===== src/common/spio_map.svh =====
// Register offsets, field positions and reset values of the shared pin port.
// Assumes a 32-bit APB slave with one aligned word per register.
`ifndef SPIO_MAP_SVH
`define SPIO_MAP_SVH

`define SPIO_OFF_DATA   8'h00
`define SPIO_OFF_DIR    8'h04
`define SPIO_OFF_PU     8'h08
`define SPIO_OFF_OD     8'h0C
`define SPIO_OFF_PD     8'h10
`define SPIO_OFF_ANA    8'h14
`define SPIO_OFF_KEY    8'h18
`define SPIO_OFF_FUNC   8'h1C
`define SPIO_OFF_PIN    8'h20
`define SPIO_OFF_ISTS   8'h24
`define SPIO_OFF_IMASK  8'h28

`define SPIO_FN_TMA     0
`define SPIO_FN_TMB     1
`define SPIO_FN_WPWM    2
`define SPIO_FN_WPSEL   3
`define SPIO_FN_NPWM    4
`define SPIO_FN_XRST    5
`define SPIO_FN_E0_LO   6
`define SPIO_FN_E1_LO   8
`define SPIO_FN_EK_LO   10
`define SPIO_FN_I0SEL   12

`define SPIO_IRQ_E0     0
`define SPIO_IRQ_E1     1
`define SPIO_IRQ_KEY    2

`define SPIO_PIN_A0     0
`define SPIO_PIN_A1     1
`define SPIO_PIN_A2     2
`define SPIO_PIN_B1     3
`define SPIO_PIN_B2     4
`define SPIO_PIN_B3     5

`define SPIO_ANA_MASK   6'h37
`define SPIO_PD_MASK    6'h30
`define SPIO_OD_FORCE   6'h08
`define SPIO_RST_PINCFG 6'h00
`define SPIO_RST_FUNC   13'h0000
`define SPIO_RST_IRQ    3'h0

`endif


===== src/common/spio_pkg.sv =====
// Types of the shared pin port: edge modes, APB carrier and the state record.
// Assumes spio_map.svh for widths of the function word.
package spio_pkg;

	// Edge selection for external and key-scan interrupts
	typedef enum logic [1:0] {
		SPIO_EDGE_OFF  = 2'h0,
		SPIO_EDGE_RISE = 2'h1,
		SPIO_EDGE_FALL = 2'h2,
		SPIO_EDGE_BOTH = 2'h3
	} spio_edge_t;

	// APB request from the master
	typedef struct packed {
		logic        psel;
		logic        penable;
		logic        pwrite;
		logic [7:0]  paddr;
		logic [31:0] pwdata;
	} spio_apb_req_t;

	// APB answer to the master
	typedef struct packed {
		logic        pready;
		logic        pslverr;
		logic [31:0] prdata;
	} spio_apb_rsp_t;

	// Complete state of the port block
	typedef struct packed {
		logic [5:0]    data;
		logic [5:0]    dir;
		logic [5:0]    pu;
		logic [5:0]    od;
		logic [5:0]    pd;
		logic [5:0]    ana;
		logic [5:0]    key_en;
		logic [12:0]   func;
		logic [2:0]    ists;
		logic [2:0]    imask;
		logic [5:0]    sync1;
		logic [5:0]    sync2;
		logic [5:0]    prev;
		logic [5:0]    pout;
		logic [5:0]    poe;
		logic [5:0]    ppu;
		logic [5:0]    ppd;
		logic [5:0]    pana;
		logic          irq;
		logic          wake;
		logic          xrst_n;
		logic [1:0]    cap;
		logic [1:0]    evt;
		logic          sck;
		logic          sda_in;
		spio_apb_rsp_t apb;
	} spio_state_t;

	// Edge hit for one sampled pin under a chosen edge mode
	function automatic logic spio_edge_hit(input logic prev, input logic cur, input spio_edge_t mode);
		logic rise;
		logic fall;
		rise = cur & ~prev;
		fall = prev & ~cur;
		unique case (mode)
			SPIO_EDGE_OFF:  spio_edge_hit = 1'b0;
			SPIO_EDGE_RISE: spio_edge_hit = rise;
			SPIO_EDGE_FALL: spio_edge_hit = fall;
			SPIO_EDGE_BOTH: spio_edge_hit = rise | fall;
		endcase
	endfunction

endpackage


===== src/core/spio_port.sv =====
// Shared pin port: two 3-bit ports (A0..A2, B1..B3) with per-pin function sharing.
// Assumes an APB master on clk_i, pins sampled asynchronously, timers on clk_i.
// Pin index order: 0=A0 1=A1 2=A2 3=B1 4=B2 5=B3.
// Overview of operation
// - Six pins driven individually from output data register bits.
// - Each pin configurable: pull-up, open-drain, key; analog on all but B1; interrupt on A0..A2; timer output on all but A1.
// - Reset leaves pins as inputs without pull-up; STOP holds pin state.
// - Port B bit 1 never drives high; output mode is open-drain only.
// - Port B bits 2 and 3 offer selectable pull-down.
// - External interrupts detect rising, falling or both edges.
// - External interrupt pins also feed both timers as capture triggers.
// - Event-count pins feed both timers as external count sources.
// - Key-scan pins raise key interrupt and wake from STOP on chosen edge.
// - Analog input mode forces the pin pull-up off.
// - Wide timer 0 PWM goes to port A bit 2 or port B bit 1.
// - Narrow timer 1 PWM goes to port B bit 2.
// - Timer logic outputs go to port A bit 0 and port B bit 3.
// - Port B bit 1 becomes active-low reset input only when enabled.
// - Programming mode: clock in on A2, bidirectional data on A0.
//
// The implementer's own choices: the register offsets and the APB slave port.
`timescale 1ns/1ps
`include "spio_map.svh"

module spio_port (
	input  wire logic                   clk_i,          // System clock, 10 MHz
	input  wire logic                   rst_n_i,        // Synchronous reset, active low
	input  wire logic                   ce_i,           // Clock enable, freezes all state
	input  wire spio_pkg::spio_apb_req_t apb_i,          // APB request
	output spio_pkg::spio_apb_rsp_t      apb_o,          // APB answer
	input  wire logic [5:0]             pin_i,          // Pin levels from pads
	output logic [5:0]                  pin_out_o,      // Pad output value
	output logic [5:0]                  pin_oe_o,       // Pad output enable, high drives
	output logic [5:0]                  pin_pu_o,       // Pull-up enable
	output logic [5:0]                  pin_pd_o,       // Pull-down enable
	output logic [5:0]                  pin_ana_o,      // Analog input mode
	input  wire logic                   stop_i,         // Device in STOP mode
	input  wire logic                   cfg_xrst_i,     // Code option for reset pin
	input  wire logic                   tmr0_pwm_i,     // Wide PWM from timer 0
	input  wire logic                   tmr1_pwm_i,     // Narrow PWM from timer 1
	input  wire logic                   tmr0_logic_i,   // Timer 0 logic output
	input  wire logic                   tmr1_logic_i,   // Timer 1 logic output
	input  wire logic                   prog_mode_i,    // Programming mode active
	input  wire logic                   prog_sda_out_i, // Programming data to drive
	input  wire logic                   prog_sda_oe_i,  // Programming data drive enable
	output logic                        irq_o,          // Combined interrupt, level
	output logic                        wake_o,         // STOP release pulse
	output logic                        ext_reset_n_o,  // External reset, active low
	output logic [1:0]                  cap_trig_o,     // Capture triggers to timers
	output logic [1:0]                  evt_cnt_o,      // Event count inputs to timers
	output logic                        prog_sck_o,     // Programming clock
	output logic                        prog_sda_in_o   // Programming data sampled
);

	spio_pkg::spio_state_t s_reg;
	spio_pkg::spio_state_t s_next;

	logic [5:0]  edge_any;
	logic        irq0_cur;
	logic        irq0_prev;
	logic [2:0]  ev;
	logic [31:0] rd_val;
	logic        rd_err;
	logic [5:0]  src;
	logic [5:0]  oe;
	logic [5:0]  odm;
	logic        xrst_en;

	// Edge detection works on synchronised levels only
	always_comb begin
		for (int i = 0; i < 6; i++) begin
			edge_any[i] = spio_pkg::spio_edge_hit(s_reg.prev[i], s_reg.sync2[i],
				spio_pkg::spio_edge_t'(s_reg.func[`SPIO_FN_EK_LO +: 2]));
		end
		irq0_cur  = s_reg.func[`SPIO_FN_I0SEL] ? s_reg.sync2[`SPIO_PIN_A2] : s_reg.sync2[`SPIO_PIN_A0];
		irq0_prev = s_reg.func[`SPIO_FN_I0SEL] ? s_reg.prev[`SPIO_PIN_A2] : s_reg.prev[`SPIO_PIN_A0];
		ev[`SPIO_IRQ_E0] = spio_pkg::spio_edge_hit(irq0_prev, irq0_cur,
			spio_pkg::spio_edge_t'(s_reg.func[`SPIO_FN_E0_LO +: 2]));
		ev[`SPIO_IRQ_E1] = spio_pkg::spio_edge_hit(s_reg.prev[`SPIO_PIN_A1], s_reg.sync2[`SPIO_PIN_A1],
			spio_pkg::spio_edge_t'(s_reg.func[`SPIO_FN_E1_LO +: 2]));
		ev[`SPIO_IRQ_KEY] = |(edge_any & s_reg.key_en);
	end

	// Read decode; unmapped addresses answer with an error
	always_comb begin
		rd_val = 32'h0000_0000;
		rd_err = 1'b0;
		unique case (apb_i.paddr)
			`SPIO_OFF_DATA:  rd_val[5:0]  = s_reg.data;
			`SPIO_OFF_DIR:   rd_val[5:0]  = s_reg.dir;
			`SPIO_OFF_PU:    rd_val[5:0]  = s_reg.pu;
			`SPIO_OFF_OD:    rd_val[5:0]  = s_reg.od;
			`SPIO_OFF_PD:    rd_val[5:0]  = s_reg.pd;
			`SPIO_OFF_ANA:   rd_val[5:0]  = s_reg.ana;
			`SPIO_OFF_KEY:   rd_val[5:0]  = s_reg.key_en;
			`SPIO_OFF_FUNC:  rd_val[12:0] = s_reg.func;
			`SPIO_OFF_PIN:   rd_val[5:0]  = s_reg.sync2;
			`SPIO_OFF_ISTS:  rd_val[2:0]  = s_reg.ists;
			`SPIO_OFF_IMASK: rd_val[2:0]  = s_reg.imask;
			default:         rd_err       = 1'b1;
		endcase
	end

	// Pad drive: data register, then alternate functions on top
	always_comb begin
		src = s_reg.data;
		oe  = s_reg.dir & ~s_reg.ana;
		if (s_reg.func[`SPIO_FN_TMA]) begin
			src[`SPIO_PIN_A0] = tmr0_logic_i;
			oe[`SPIO_PIN_A0]  = 1'b1;
		end
		if (s_reg.func[`SPIO_FN_TMB]) begin
			src[`SPIO_PIN_B3] = tmr1_logic_i;
			oe[`SPIO_PIN_B3]  = 1'b1;
		end
		if (s_reg.func[`SPIO_FN_WPWM] && !s_reg.func[`SPIO_FN_WPSEL]) begin
			src[`SPIO_PIN_A2] = tmr0_pwm_i;
			oe[`SPIO_PIN_A2]  = 1'b1;
		end
		if (s_reg.func[`SPIO_FN_WPWM] && s_reg.func[`SPIO_FN_WPSEL]) begin
			src[`SPIO_PIN_B1] = tmr0_pwm_i;
			oe[`SPIO_PIN_B1]  = 1'b1;
		end
		if (s_reg.func[`SPIO_FN_NPWM]) begin
			src[`SPIO_PIN_B2] = tmr1_pwm_i;
			oe[`SPIO_PIN_B2]  = 1'b1;
		end
		// Open-drain pins only pull low; B1 is always open-drain
		odm = s_reg.od | `SPIO_OD_FORCE;
		oe  = oe & ~(odm & src);
		src = src & ~odm;
		xrst_en = cfg_xrst_i | s_reg.func[`SPIO_FN_XRST];
		if (xrst_en) begin
			oe[`SPIO_PIN_B1] = 1'b0;
		end
		// Programming mode takes the drive of all six pads away from the CPU; only A0 may drive
		if (prog_mode_i) begin
			oe = 6'h00;
			oe[`SPIO_PIN_A0]  = prog_sda_oe_i;
			src[`SPIO_PIN_A0] = prog_sda_out_i;
		end
	end

	// Next-state logic for the whole block
	always_comb begin
		s_next = s_reg;
		s_next.sync1 = pin_i;
		s_next.sync2 = s_reg.sync1;
		s_next.prev  = s_reg.sync2;
		s_next.ists  = s_reg.ists;
		// APB: one wait state so the answer comes from a flop
		if (apb_i.psel && apb_i.penable && !s_reg.apb.pready) begin
			s_next.apb.pready  = 1'b1;
			s_next.apb.pslverr = rd_err;
			s_next.apb.prdata  = apb_i.pwrite ? 32'h0000_0000 : rd_val;
		end else if (s_reg.apb.pready) begin
			s_next.apb.pready  = 1'b0;
			s_next.apb.pslverr = 1'b0;
			s_next.apb.prdata  = 32'h0000_0000;
			if (apb_i.pwrite && !s_reg.apb.pslverr) begin
				unique case (apb_i.paddr)
					`SPIO_OFF_DATA:  s_next.data   = apb_i.pwdata[5:0];
					`SPIO_OFF_DIR:   s_next.dir    = apb_i.pwdata[5:0];
					`SPIO_OFF_PU:    s_next.pu     = apb_i.pwdata[5:0];
					`SPIO_OFF_OD:    s_next.od     = apb_i.pwdata[5:0];
					`SPIO_OFF_PD:    s_next.pd     = apb_i.pwdata[5:0] & `SPIO_PD_MASK;
					`SPIO_OFF_ANA:   s_next.ana    = apb_i.pwdata[5:0] & `SPIO_ANA_MASK;
					`SPIO_OFF_KEY:   s_next.key_en = apb_i.pwdata[5:0];
					`SPIO_OFF_FUNC:  s_next.func   = apb_i.pwdata[12:0];
					`SPIO_OFF_ISTS:  s_next.ists   = s_reg.ists & ~apb_i.pwdata[2:0];
					`SPIO_OFF_IMASK: s_next.imask  = apb_i.pwdata[2:0];
					default:         s_next.data   = s_reg.data;
				endcase
			end
		end
		// Set wins over a write-one clear in the same cycle
		s_next.ists = s_next.ists | ev;
		s_next.irq  = |(s_next.ists & s_next.imask);
		s_next.wake = ev[`SPIO_IRQ_KEY];
		// Pads frozen during STOP so levels survive entry
		if (!stop_i) begin
			s_next.pout = src;
			s_next.poe  = oe;
			s_next.ppu  = s_reg.pu & ~s_reg.ana;
			s_next.ppd  = s_reg.pd & `SPIO_PD_MASK;
			s_next.pana = s_reg.ana;
		end
		s_next.xrst_n = ~xrst_en | s_reg.sync2[`SPIO_PIN_B1];
		s_next.cap    = {s_reg.sync2[`SPIO_PIN_A1], irq0_cur};
		s_next.evt    = {s_reg.sync2[`SPIO_PIN_A1], irq0_cur};
		s_next.sck    = s_reg.sync2[`SPIO_PIN_A2];
		s_next.sda_in = s_reg.sync2[`SPIO_PIN_A0];
	end

	// State register; reset leaves every pin an input without pull-up
	always_ff @(posedge clk_i) begin
		if (!rst_n_i) begin
			s_reg        <= '0;
			s_reg.xrst_n <= 1'b1;
			s_reg.func   <= `SPIO_RST_FUNC;
			s_reg.ists   <= `SPIO_RST_IRQ;
			s_reg.imask  <= `SPIO_RST_IRQ;
			s_reg.dir    <= `SPIO_RST_PINCFG;
			s_reg.pu     <= `SPIO_RST_PINCFG;
		end else if (ce_i) begin
			s_reg <= s_next;
		end
	end

	// Outputs straight from the state flops
	assign apb_o         = s_reg.apb;
	assign pin_out_o     = s_reg.pout;
	assign pin_oe_o      = s_reg.poe;
	assign pin_pu_o      = s_reg.ppu;
	assign pin_pd_o      = s_reg.ppd;
	assign pin_ana_o     = s_reg.pana;
	assign irq_o         = s_reg.irq;
	assign wake_o        = s_reg.wake;
	assign ext_reset_n_o = s_reg.xrst_n;
	assign cap_trig_o    = s_reg.cap;
	assign evt_cnt_o     = s_reg.evt;
	assign prog_sck_o    = s_reg.sck;
	assign prog_sda_in_o = s_reg.sda_in;

	// Checks on the driven pads and events
	AST_B1_NO_HIGH: assert property (@(posedge clk_i) disable iff (!rst_n_i)
		pin_oe_o[`SPIO_PIN_B1] |-> !pin_out_o[`SPIO_PIN_B1]) else $error("B1 driven high");
	AST_ANA_NO_PU: assert property (@(posedge clk_i) disable iff (!rst_n_i)
		(pin_ana_o & pin_pu_o) == 6'h00) else $error("Pull-up on analog pin");
	AST_PD_B_ONLY: assert property (@(posedge clk_i) disable iff (!rst_n_i)
		pin_pd_o[3:0] == 4'h0) else $error("Pull-down outside B2 B3");
	AST_RESET_INPUT: assert property (@(posedge clk_i) disable iff (!rst_n_i)
		$rose(rst_n_i) |-> (pin_oe_o == 6'h00) && (pin_pu_o == 6'h00)) else $error("Pins not inputs after reset");
	AST_STOP_HOLD: assert property (@(posedge clk_i) disable iff (!rst_n_i)
		stop_i |=> $stable(pin_oe_o) && $stable(pin_out_o)) else $error("Pads moved in STOP");
	AST_IRQ0_EDGE: assert property (@(posedge clk_i) disable iff (!rst_n_i)
		ce_i && ev[`SPIO_IRQ_E0] |=> s_reg.ists[`SPIO_IRQ_E0]) else $error("Edge lost on irq zero");
	AST_CAPTURE: assert property (@(posedge clk_i) disable iff (!rst_n_i)
		ce_i |=> cap_trig_o[1] == $past(s_reg.sync2[`SPIO_PIN_A1])) else $error("Capture route wrong");
	AST_KEY_WAKE: assert property (@(posedge clk_i) disable iff (!rst_n_i)
		ce_i && ev[`SPIO_IRQ_KEY] |=> wake_o && s_reg.ists[`SPIO_IRQ_KEY]) else $error("Key edge missed");
	AST_WPWM_A2: assert property (@(posedge clk_i) disable iff (!rst_n_i)
		ce_i && !stop_i && !prog_mode_i && s_reg.func[`SPIO_FN_WPWM] && !s_reg.func[`SPIO_FN_WPSEL]
		&& !s_reg.od[`SPIO_PIN_A2] |=> pin_out_o[`SPIO_PIN_A2] == $past(tmr0_pwm_i)) else $error("PWM on A2 wrong");
	AST_XRST: assert property (@(posedge clk_i) disable iff (!rst_n_i)
		ce_i && cfg_xrst_i |=> ext_reset_n_o == $past(s_reg.sync2[`SPIO_PIN_B1])) else $error("Reset pin wrong");
	AST_PROG: assert property (@(posedge clk_i) disable iff (!rst_n_i)
		ce_i && !stop_i && prog_mode_i |=> !pin_oe_o[`SPIO_PIN_A2]
		&& pin_out_o[`SPIO_PIN_A0] == $past(prog_sda_out_i)) else $error("Programming pins wrong");
	AST_IRQ_LEVEL: assert property (@(posedge clk_i) disable iff (!rst_n_i)
		irq_o == |(s_reg.ists & s_reg.imask)) else $error("Interrupt level wrong");

endmodule


===== config.mk =====
export PLATFORM = sky130hd
export DESIGN_NAME = spio_port
export DESIGN_NICKNAME = d
export VERILOG_FILES = /design/src/common/spio_pkg.sv /design/src/core/spio_port.sv
export VERILOG_INCLUDE_DIRS = /design/src /design/src/common
export SDC_FILE = /design/constraint.sdc
export NUM_CORES = 1
export LEC_CHECK = 0
export ABC_AREA = 1
export BUFFER_PORTS_ARGS = -buffer_cell sky130_fd_sc_hd__buf_2
export CELL_PAD_IN_SITES_DETAIL_PLACEMENT = 1
export CELL_PAD_IN_SITES_GLOBAL_PLACEMENT = 1
export CORE_MARGIN = 3
export CORE_UTILIZATION = 39
export CTS_BUF_LIST = sky130_fd_sc_hd__clkbuf_8 sky130_fd_sc_hd__clkbuf_16
export DETAILED_ROUTE_END_ITERATION = 10
export GPL_TIMING_DRIVEN = 0
export PLACE_DENSITY_LB_ADDON = 0.1
export SLEW_MARGIN = 20
export SYNTH_ARGS = -nofsm -noshare
export SYNTH_HDL_FRONTEND = slang
export SYNTH_SLANG_ARGS = --single-unit
export TNS_END_PERCENT = 1

===== constraint.sdc =====
create_clock -name clk_i -period 2.5 [get_ports clk_i]
set_clock_uncertainty 0.1 [all_clocks]
set_input_delay 0.125 -clock clk_i [delete_from_list [all_inputs] [get_ports clk_i]]
set_output_delay 0.125 -clock clk_i [all_outputs]
set_load 0.005 [all_outputs]

Word-level counts from Yosys, hierarchy flattened --
Cells that the tools add are included.
Cells by class: reduce and logical (&&, ||, !) cells 26, bitwise logic cells 53, muxes and demuxes 35, equality and inequality tests 19
Operator list (count):
- $reduce_and 5->1 | 8
- $and 6x6->6 | 6
- $mux 34 | 1
- $mux 33 | 1
- $eq 8x5->1 const B | 4
- $pmux 1 s4 | 8
- $pmux 3 s10 | 1
- $pmux 3 s9 | 1
- $eq 8x6->1 const B | 3
- $mux 6 | 4
- $not 6->6 | 3
- $not 1->1 | 17
- $eq 8x4->1 const B | 2
- $mux 1 | 15
- $and 1x1->1 | 14
- $mux 13 | 1
- $eq 2x2->1 const B | 6
- $reduce_or 11->1 | 1
- $or 1x1->1 | 9
- $eq 8x3->1 const B | 1
- $logic_not 8->1 | 1
- $mux 7 | 1
- $and 3x3->3 | 2
- $eq 2x1->1 const B | 3
- 10 further kinds | 20
Storage, ports and cells: flip-flop bits (word level) 140, input port bits 61, output and inout port bits 73, word-level logic and storage cells 160

Logic depth before layout (Yosys ltp) --
depth after elaboration 9, gate-level depth with buffers 14, mapped depth without buffers 14

Least setup slack after synthesis --
OpenSTA, ideal clock, no wires.
kind register to register, from register s_reg, in the netlist s_next[34], to register s_reg, in the netlist irq_o, path slack 749 ps, cell stages (with the launch flop) 14, data required time 2278 ps, period minus slack after synthesis 1751 ps, arrival time 1529 ps, cell sequence dfxtp_1 inv_1 o21ai_0 inv_1 ha_1 or2_2 nand2_1 o21ai_0 inv_1 nand2_1 nand2_1 nand2_1 inv_1 a21oi_2
Between the ends: elaborated cells between the ends (all ways) 16, classes of those cells 3 x mux; 11 x bitwise; 2 x reduce/logical
RTL lines:
- start: declaration | RTL line spio_port.sv:55 | spio_pkg::spio_state_t s_reg;
- start signal: assignment | RTL line spio_port.sv:206 | s_reg <= s_next;
- $mux 1 (*) | RTL line spio_port.sv:75 | irq0_cur = s_reg.func[`SPIO_FN_I0SEL] ? s_reg.sync2[`SPIO_PIN_A2] : s_reg.sync2[`SPIO_PIN_A0];
- via irq0_cur | RTL line spio_port.sv:59 | logic irq0_cur;
- $not 1->1 | RTL line spio_pkg.sv:64 | fall = prev & ~cur;
- $and 1x1->1 | RTL line spio_pkg.sv:64
- $or 1x1->1 | RTL line spio_pkg.sv:69 | SPIO_EDGE_BOTH: spio_edge_hit = rise | fall;
- $pmux 1 s4 (*) | RTL line spio_pkg.sv:65 | unique case (mode)
- $or 3x3->3 (*) | RTL line spio_port.sv:177 | s_next.ists = s_next.ists | ev;
- $and 3x3->3 (*) | RTL line spio_port.sv:178 | s_next.irq = |(s_next.ists & s_next.imask);
- $reduce_or 3->1 (*) | RTL line spio_port.sv:178
Mark *: on every way through the listed nets, which the timed path passes. The rest lies on a longest branch. A chain may end at the register's enable or synchronous reset.

Worst setup path after layout --
from input port ce_i, to register s_reg, in the netlist pin_out_o[0]
Between the ends: word-level cells in the longest chain between the ends 1
RTL lines:
- start: declaration | RTL line spio_port.sv:28 | input wire logic ce_i,
- $reduce_and 2->1 (no line)
Every way passes these cells.

==> out/qor.yml <==
tritoncts.num_buffers: 17
post_synth_num_cell_types: 35
setup-tns-final_ns: 0
critical_path_endpoint_category: "flop"
detail_route.iter0.violations: 349
cp.buffers_inverters: 6
maxSlewViolCount: 0
h-tree-depth: 4
synth.area.mux_share_pct: 0.187
synthFlopType: "sky130_fd_sc_hd__dfxtp_1"
detail_route.drc_violations: 0
synth_area_per_cell_um2: 7.11
cts-resized-gates: 0
complex_gate_fraction_of_the_synthesized_area_pct: 17.3
timing_worst_setup_path_type: "primary input to flop"
max-vdd-ir-drop_v: 0.000426
timing.hold.worst.class: "primary input to flop"
clock_tree.root_cell: "sky130_fd_sc_hd__clkbuf_16"
clock_tree_from_tritoncts: "done"
synthXorXnorAreaFrac_pct: 0
gr-total-overflow: 0
design.core.area_mm2: 0.0148
rsz0062_at_grt: "false"
finalWorstSetupSlack_ns: 0.298
post_synth_instance_area_mm2: 0.00604
worstPathMaxFanout: 14
result_of_the_run: "finished clean"
rr_startpoint: "s_next[34]"
port-buffer-count: 89
num-nets-final: 1077
wl_per_cell_um: 17.1
syn-instance-count: 849
antenna_violations_before_repair: 0
share_of_the_yosys_chip_area_belonging_to_registers_pct: 38.8
fp.dieW_um: 130
n_antenna_cell: 0
synthArstFlopShare_pct: 0
hpwlAfterDp_mm: 15.0
antenna_violating_nets_post_route: 0
area_growth_pct: 25.5
num_vias: 6028
postRouteWirelength_mm: 20.4
critPathRequiredTime_ns: 2.76
grt_max_degree: 17
place.gp.congestion: 0.892
max-clock-path-buffers: 2
num_io_pins: 134
ys_ff_latch: 117
num_rows: 44
crit_start: "ce_i"
drv.max_cap_violation_count: 0
synth_edf_count: 0
preCtsSetupSlack_ns: 0.418
cp_top_family: "buffers and inverters"
leakagePower_nw: 3.59
achievable-frequency_mhz: 454
period_share_pct: 88.1
post_route_minimum_period_ns: 2.20
clock_sink_count: 117
layout_common_cells: "sky130_fd_sc_hd__nand2_1 (170), sky130_fd_sc_hd__dfxtp_1 (117), sky130_fd_sc_hd__nor2_1 (96)"
yosys.area_share.simple_pct: 25.0
post_route_cells_drive_above_1_share_pct: 23.0
initial_core_util_pct: 40.8
critPathArrivalTime_ns: 2.47
post_synth_fa_ha_maj_area_fraction_pct: 2.90
worstSkewPairLatency_ns: 0.42
maxSlewHeadroom_pct: 50.9
dieHeight_um: 130
worst_setup_hold_path_clk_slew_ns: 0.05
finalSetupViolations: 0
synth_top_family_by_area: "simple AND/OR/NAND/NOR gates"
detailedRoute.firstPassIterationCount: 5
slowest_stage: "sky130_fd_sc_hd__dlygate4sd3_1"
die_area_mm2: 0.0170
power.density_cell_area_mw_per_mm2: 616
layout_commonest_cell: "sky130_fd_sc_hd__nand2_1"
flip_flop_count_of_the_largest_register_after_layout: 57
worst_path_largest_cell_delay_ns: 0.58
hold_path.startpoint: "stop_i"
vias_per_cell: 5.04
hold_viol_final: 0
worst_slew_pin_slew_ns: 0.736
grt_util_all_layers_pct: 24.7
number_of_global_route_vias_before_repair: 6136
grt_pass1_wl_mm: 32.2
worstSetupStartpointType: "primary input"
crit_path_cell_trace: "buf_2, inv_1, buf_2, nor2_4, inv_1, a21oi_1, dlygate4sd3_1, a21oi_1, dlygate4sd3_1"
ys_warn_count: 0
-- path summary, 6_finish.rpt --
path                                endpoint  slack, ns  cells after the start
worst min register to register   pin_oe_o[4]       0.36                      2
worst min-delay path             pin_pd_o[5]       0.01                      4
worst max-delay path            pin_out_o[0]       0.30                      9
worst max register to register         irq_o       0.40                     13
-- synth_stat cells, types with 2 or more instances --
cell	n	share of area, %
sky130_fd_sc_hd__nor2_1	96	6.0
sky130_fd_sc_hd__nand2_2	4	0.41
sky130_fd_sc_hd__buf_2	5	0.41
sky130_fd_sc_hd__nand3_1	46	3.8
sky130_fd_sc_hd__clkbuf_1	19	1.2
sky130_fd_sc_hd__inv_1	70	4.4
sky130_fd_sc_hd__a22oi_1	6	0.75
sky130_fd_sc_hd__o21ai_0	83	6.9
sky130_fd_sc_hd__buf_4	71	8.8
sky130_fd_sc_hd__nor2_2	7	0.73
sky130_fd_sc_hd__a21oi_2	3	0.44
sky130_fd_sc_hd__nor2_4	8	1.5
sky130_fd_sc_hd__or2_2	4	0.41
sky130_fd_sc_hd__a21oi_1	83	6.9
sky130_fd_sc_hd__nand4_1	3	0.31
sky130_fd_sc_hd__ha_1	14	2.9
sky130_fd_sc_hd__nor3_1	4	0.33
sky130_fd_sc_hd__a211oi_1	3	0.37
sky130_fd_sc_hd__nand2_4	2	0.37
sky130_fd_sc_hd__a211oi_2	4	0.83
sky130_fd_sc_hd__buf_6	3	0.56
sky130_fd_sc_hd__nand3b_1	2	0.25
sky130_fd_sc_hd__inv_2	5	0.31
sky130_fd_sc_hd__o21ai_1	8	0.66
sky130_fd_sc_hd__nand2_1	170	11
sky130_fd_sc_hd__dfxtp_1	117	39
-- worst reg2reg max path, cell delays in order, from the launching register on --
cell and delay, ns:
sky130_fd_sc_hd__dfxtp_1 0.38, sky130_fd_sc_hd__inv_1 0.11, sky130_fd_sc_hd__o21ai_0 0.26, sky130_fd_sc_hd__inv_1 0.13
sky130_fd_sc_hd__ha_1 0.20, sky130_fd_sc_hd__or2_2 0.26, sky130_fd_sc_hd__nand2_1 0.05, sky130_fd_sc_hd__o21ai_0 0.08
sky130_fd_sc_hd__inv_1 0.11, sky130_fd_sc_hd__nand2_1 0.06, sky130_fd_sc_hd__nand2_1 0.05, sky130_fd_sc_hd__nand2_1 0.05
sky130_fd_sc_hd__inv_1 0.07, sky130_fd_sc_hd__a21oi_2 0.05
-- through the flow --
step                      util, %  hold slack, ns  instance area (um2)  total power [mW]  cells
after floorplan                 -           0.160                 6130              2.18    873
after global placement       45.9           0.247                 6800              2.32   1146
after detailed placement     45.9           0.257                 6800              2.33   1146
after CTS                    51.2          0.0122                 7580              4.69   1197
after global routing         51.2          0.0349                 7580              4.82   1196
final                        51.2          0.0139                 7580              4.67   1196
-- timing repair --
item	4_1_cts	5_1_grt
setup buffers	0	0
setup endpoints to repair	0	1
hold endpoints to repair	20	0
hold buffers	22	0
-- layer usage --
metal  routed length, um  GRT usage (%)  vias to the layer above  part of all wire, %
met3                 886           3.98                       22                  4.3
met4                 265           6.90                        0                  1.3
li1                    -              -                     2968                    -
met5                   0              0                        -                    0
met2                9660           41.9                      141                   47
met1                9610           32.6                     2897                   47
-- kinds of logic after synthesis --
logic type               count (synthesis)
AO/OA/AOI/OAI                          194
adder cells (fa/ha/maj)                 14
buffers and inverters                  174
flip-flops                             117
multiplexers                             1
other                                    1
AND/OR/NAND/NOR                        348
-- cell type report --
class                           count  area (um2)
Multi-Input combinational cell    582        2840
Fill cell                        1925        7230
Clock inverter                      9        90.1
Buffer                             97         659
Clock buffer                       20         467
Timing Repair Buffer              111         666
Inverter                           76         285
Tap cell                          184         230
Sequential cell                   117        2340
-- power by group --
group	internal, mW	switching, mW
registers	1.91	0.0299
clock network	1.51	0.835
logic	0.160	0.231
total	3.57	1.10
No activity file was read; power rests on OpenSTA's default activity.
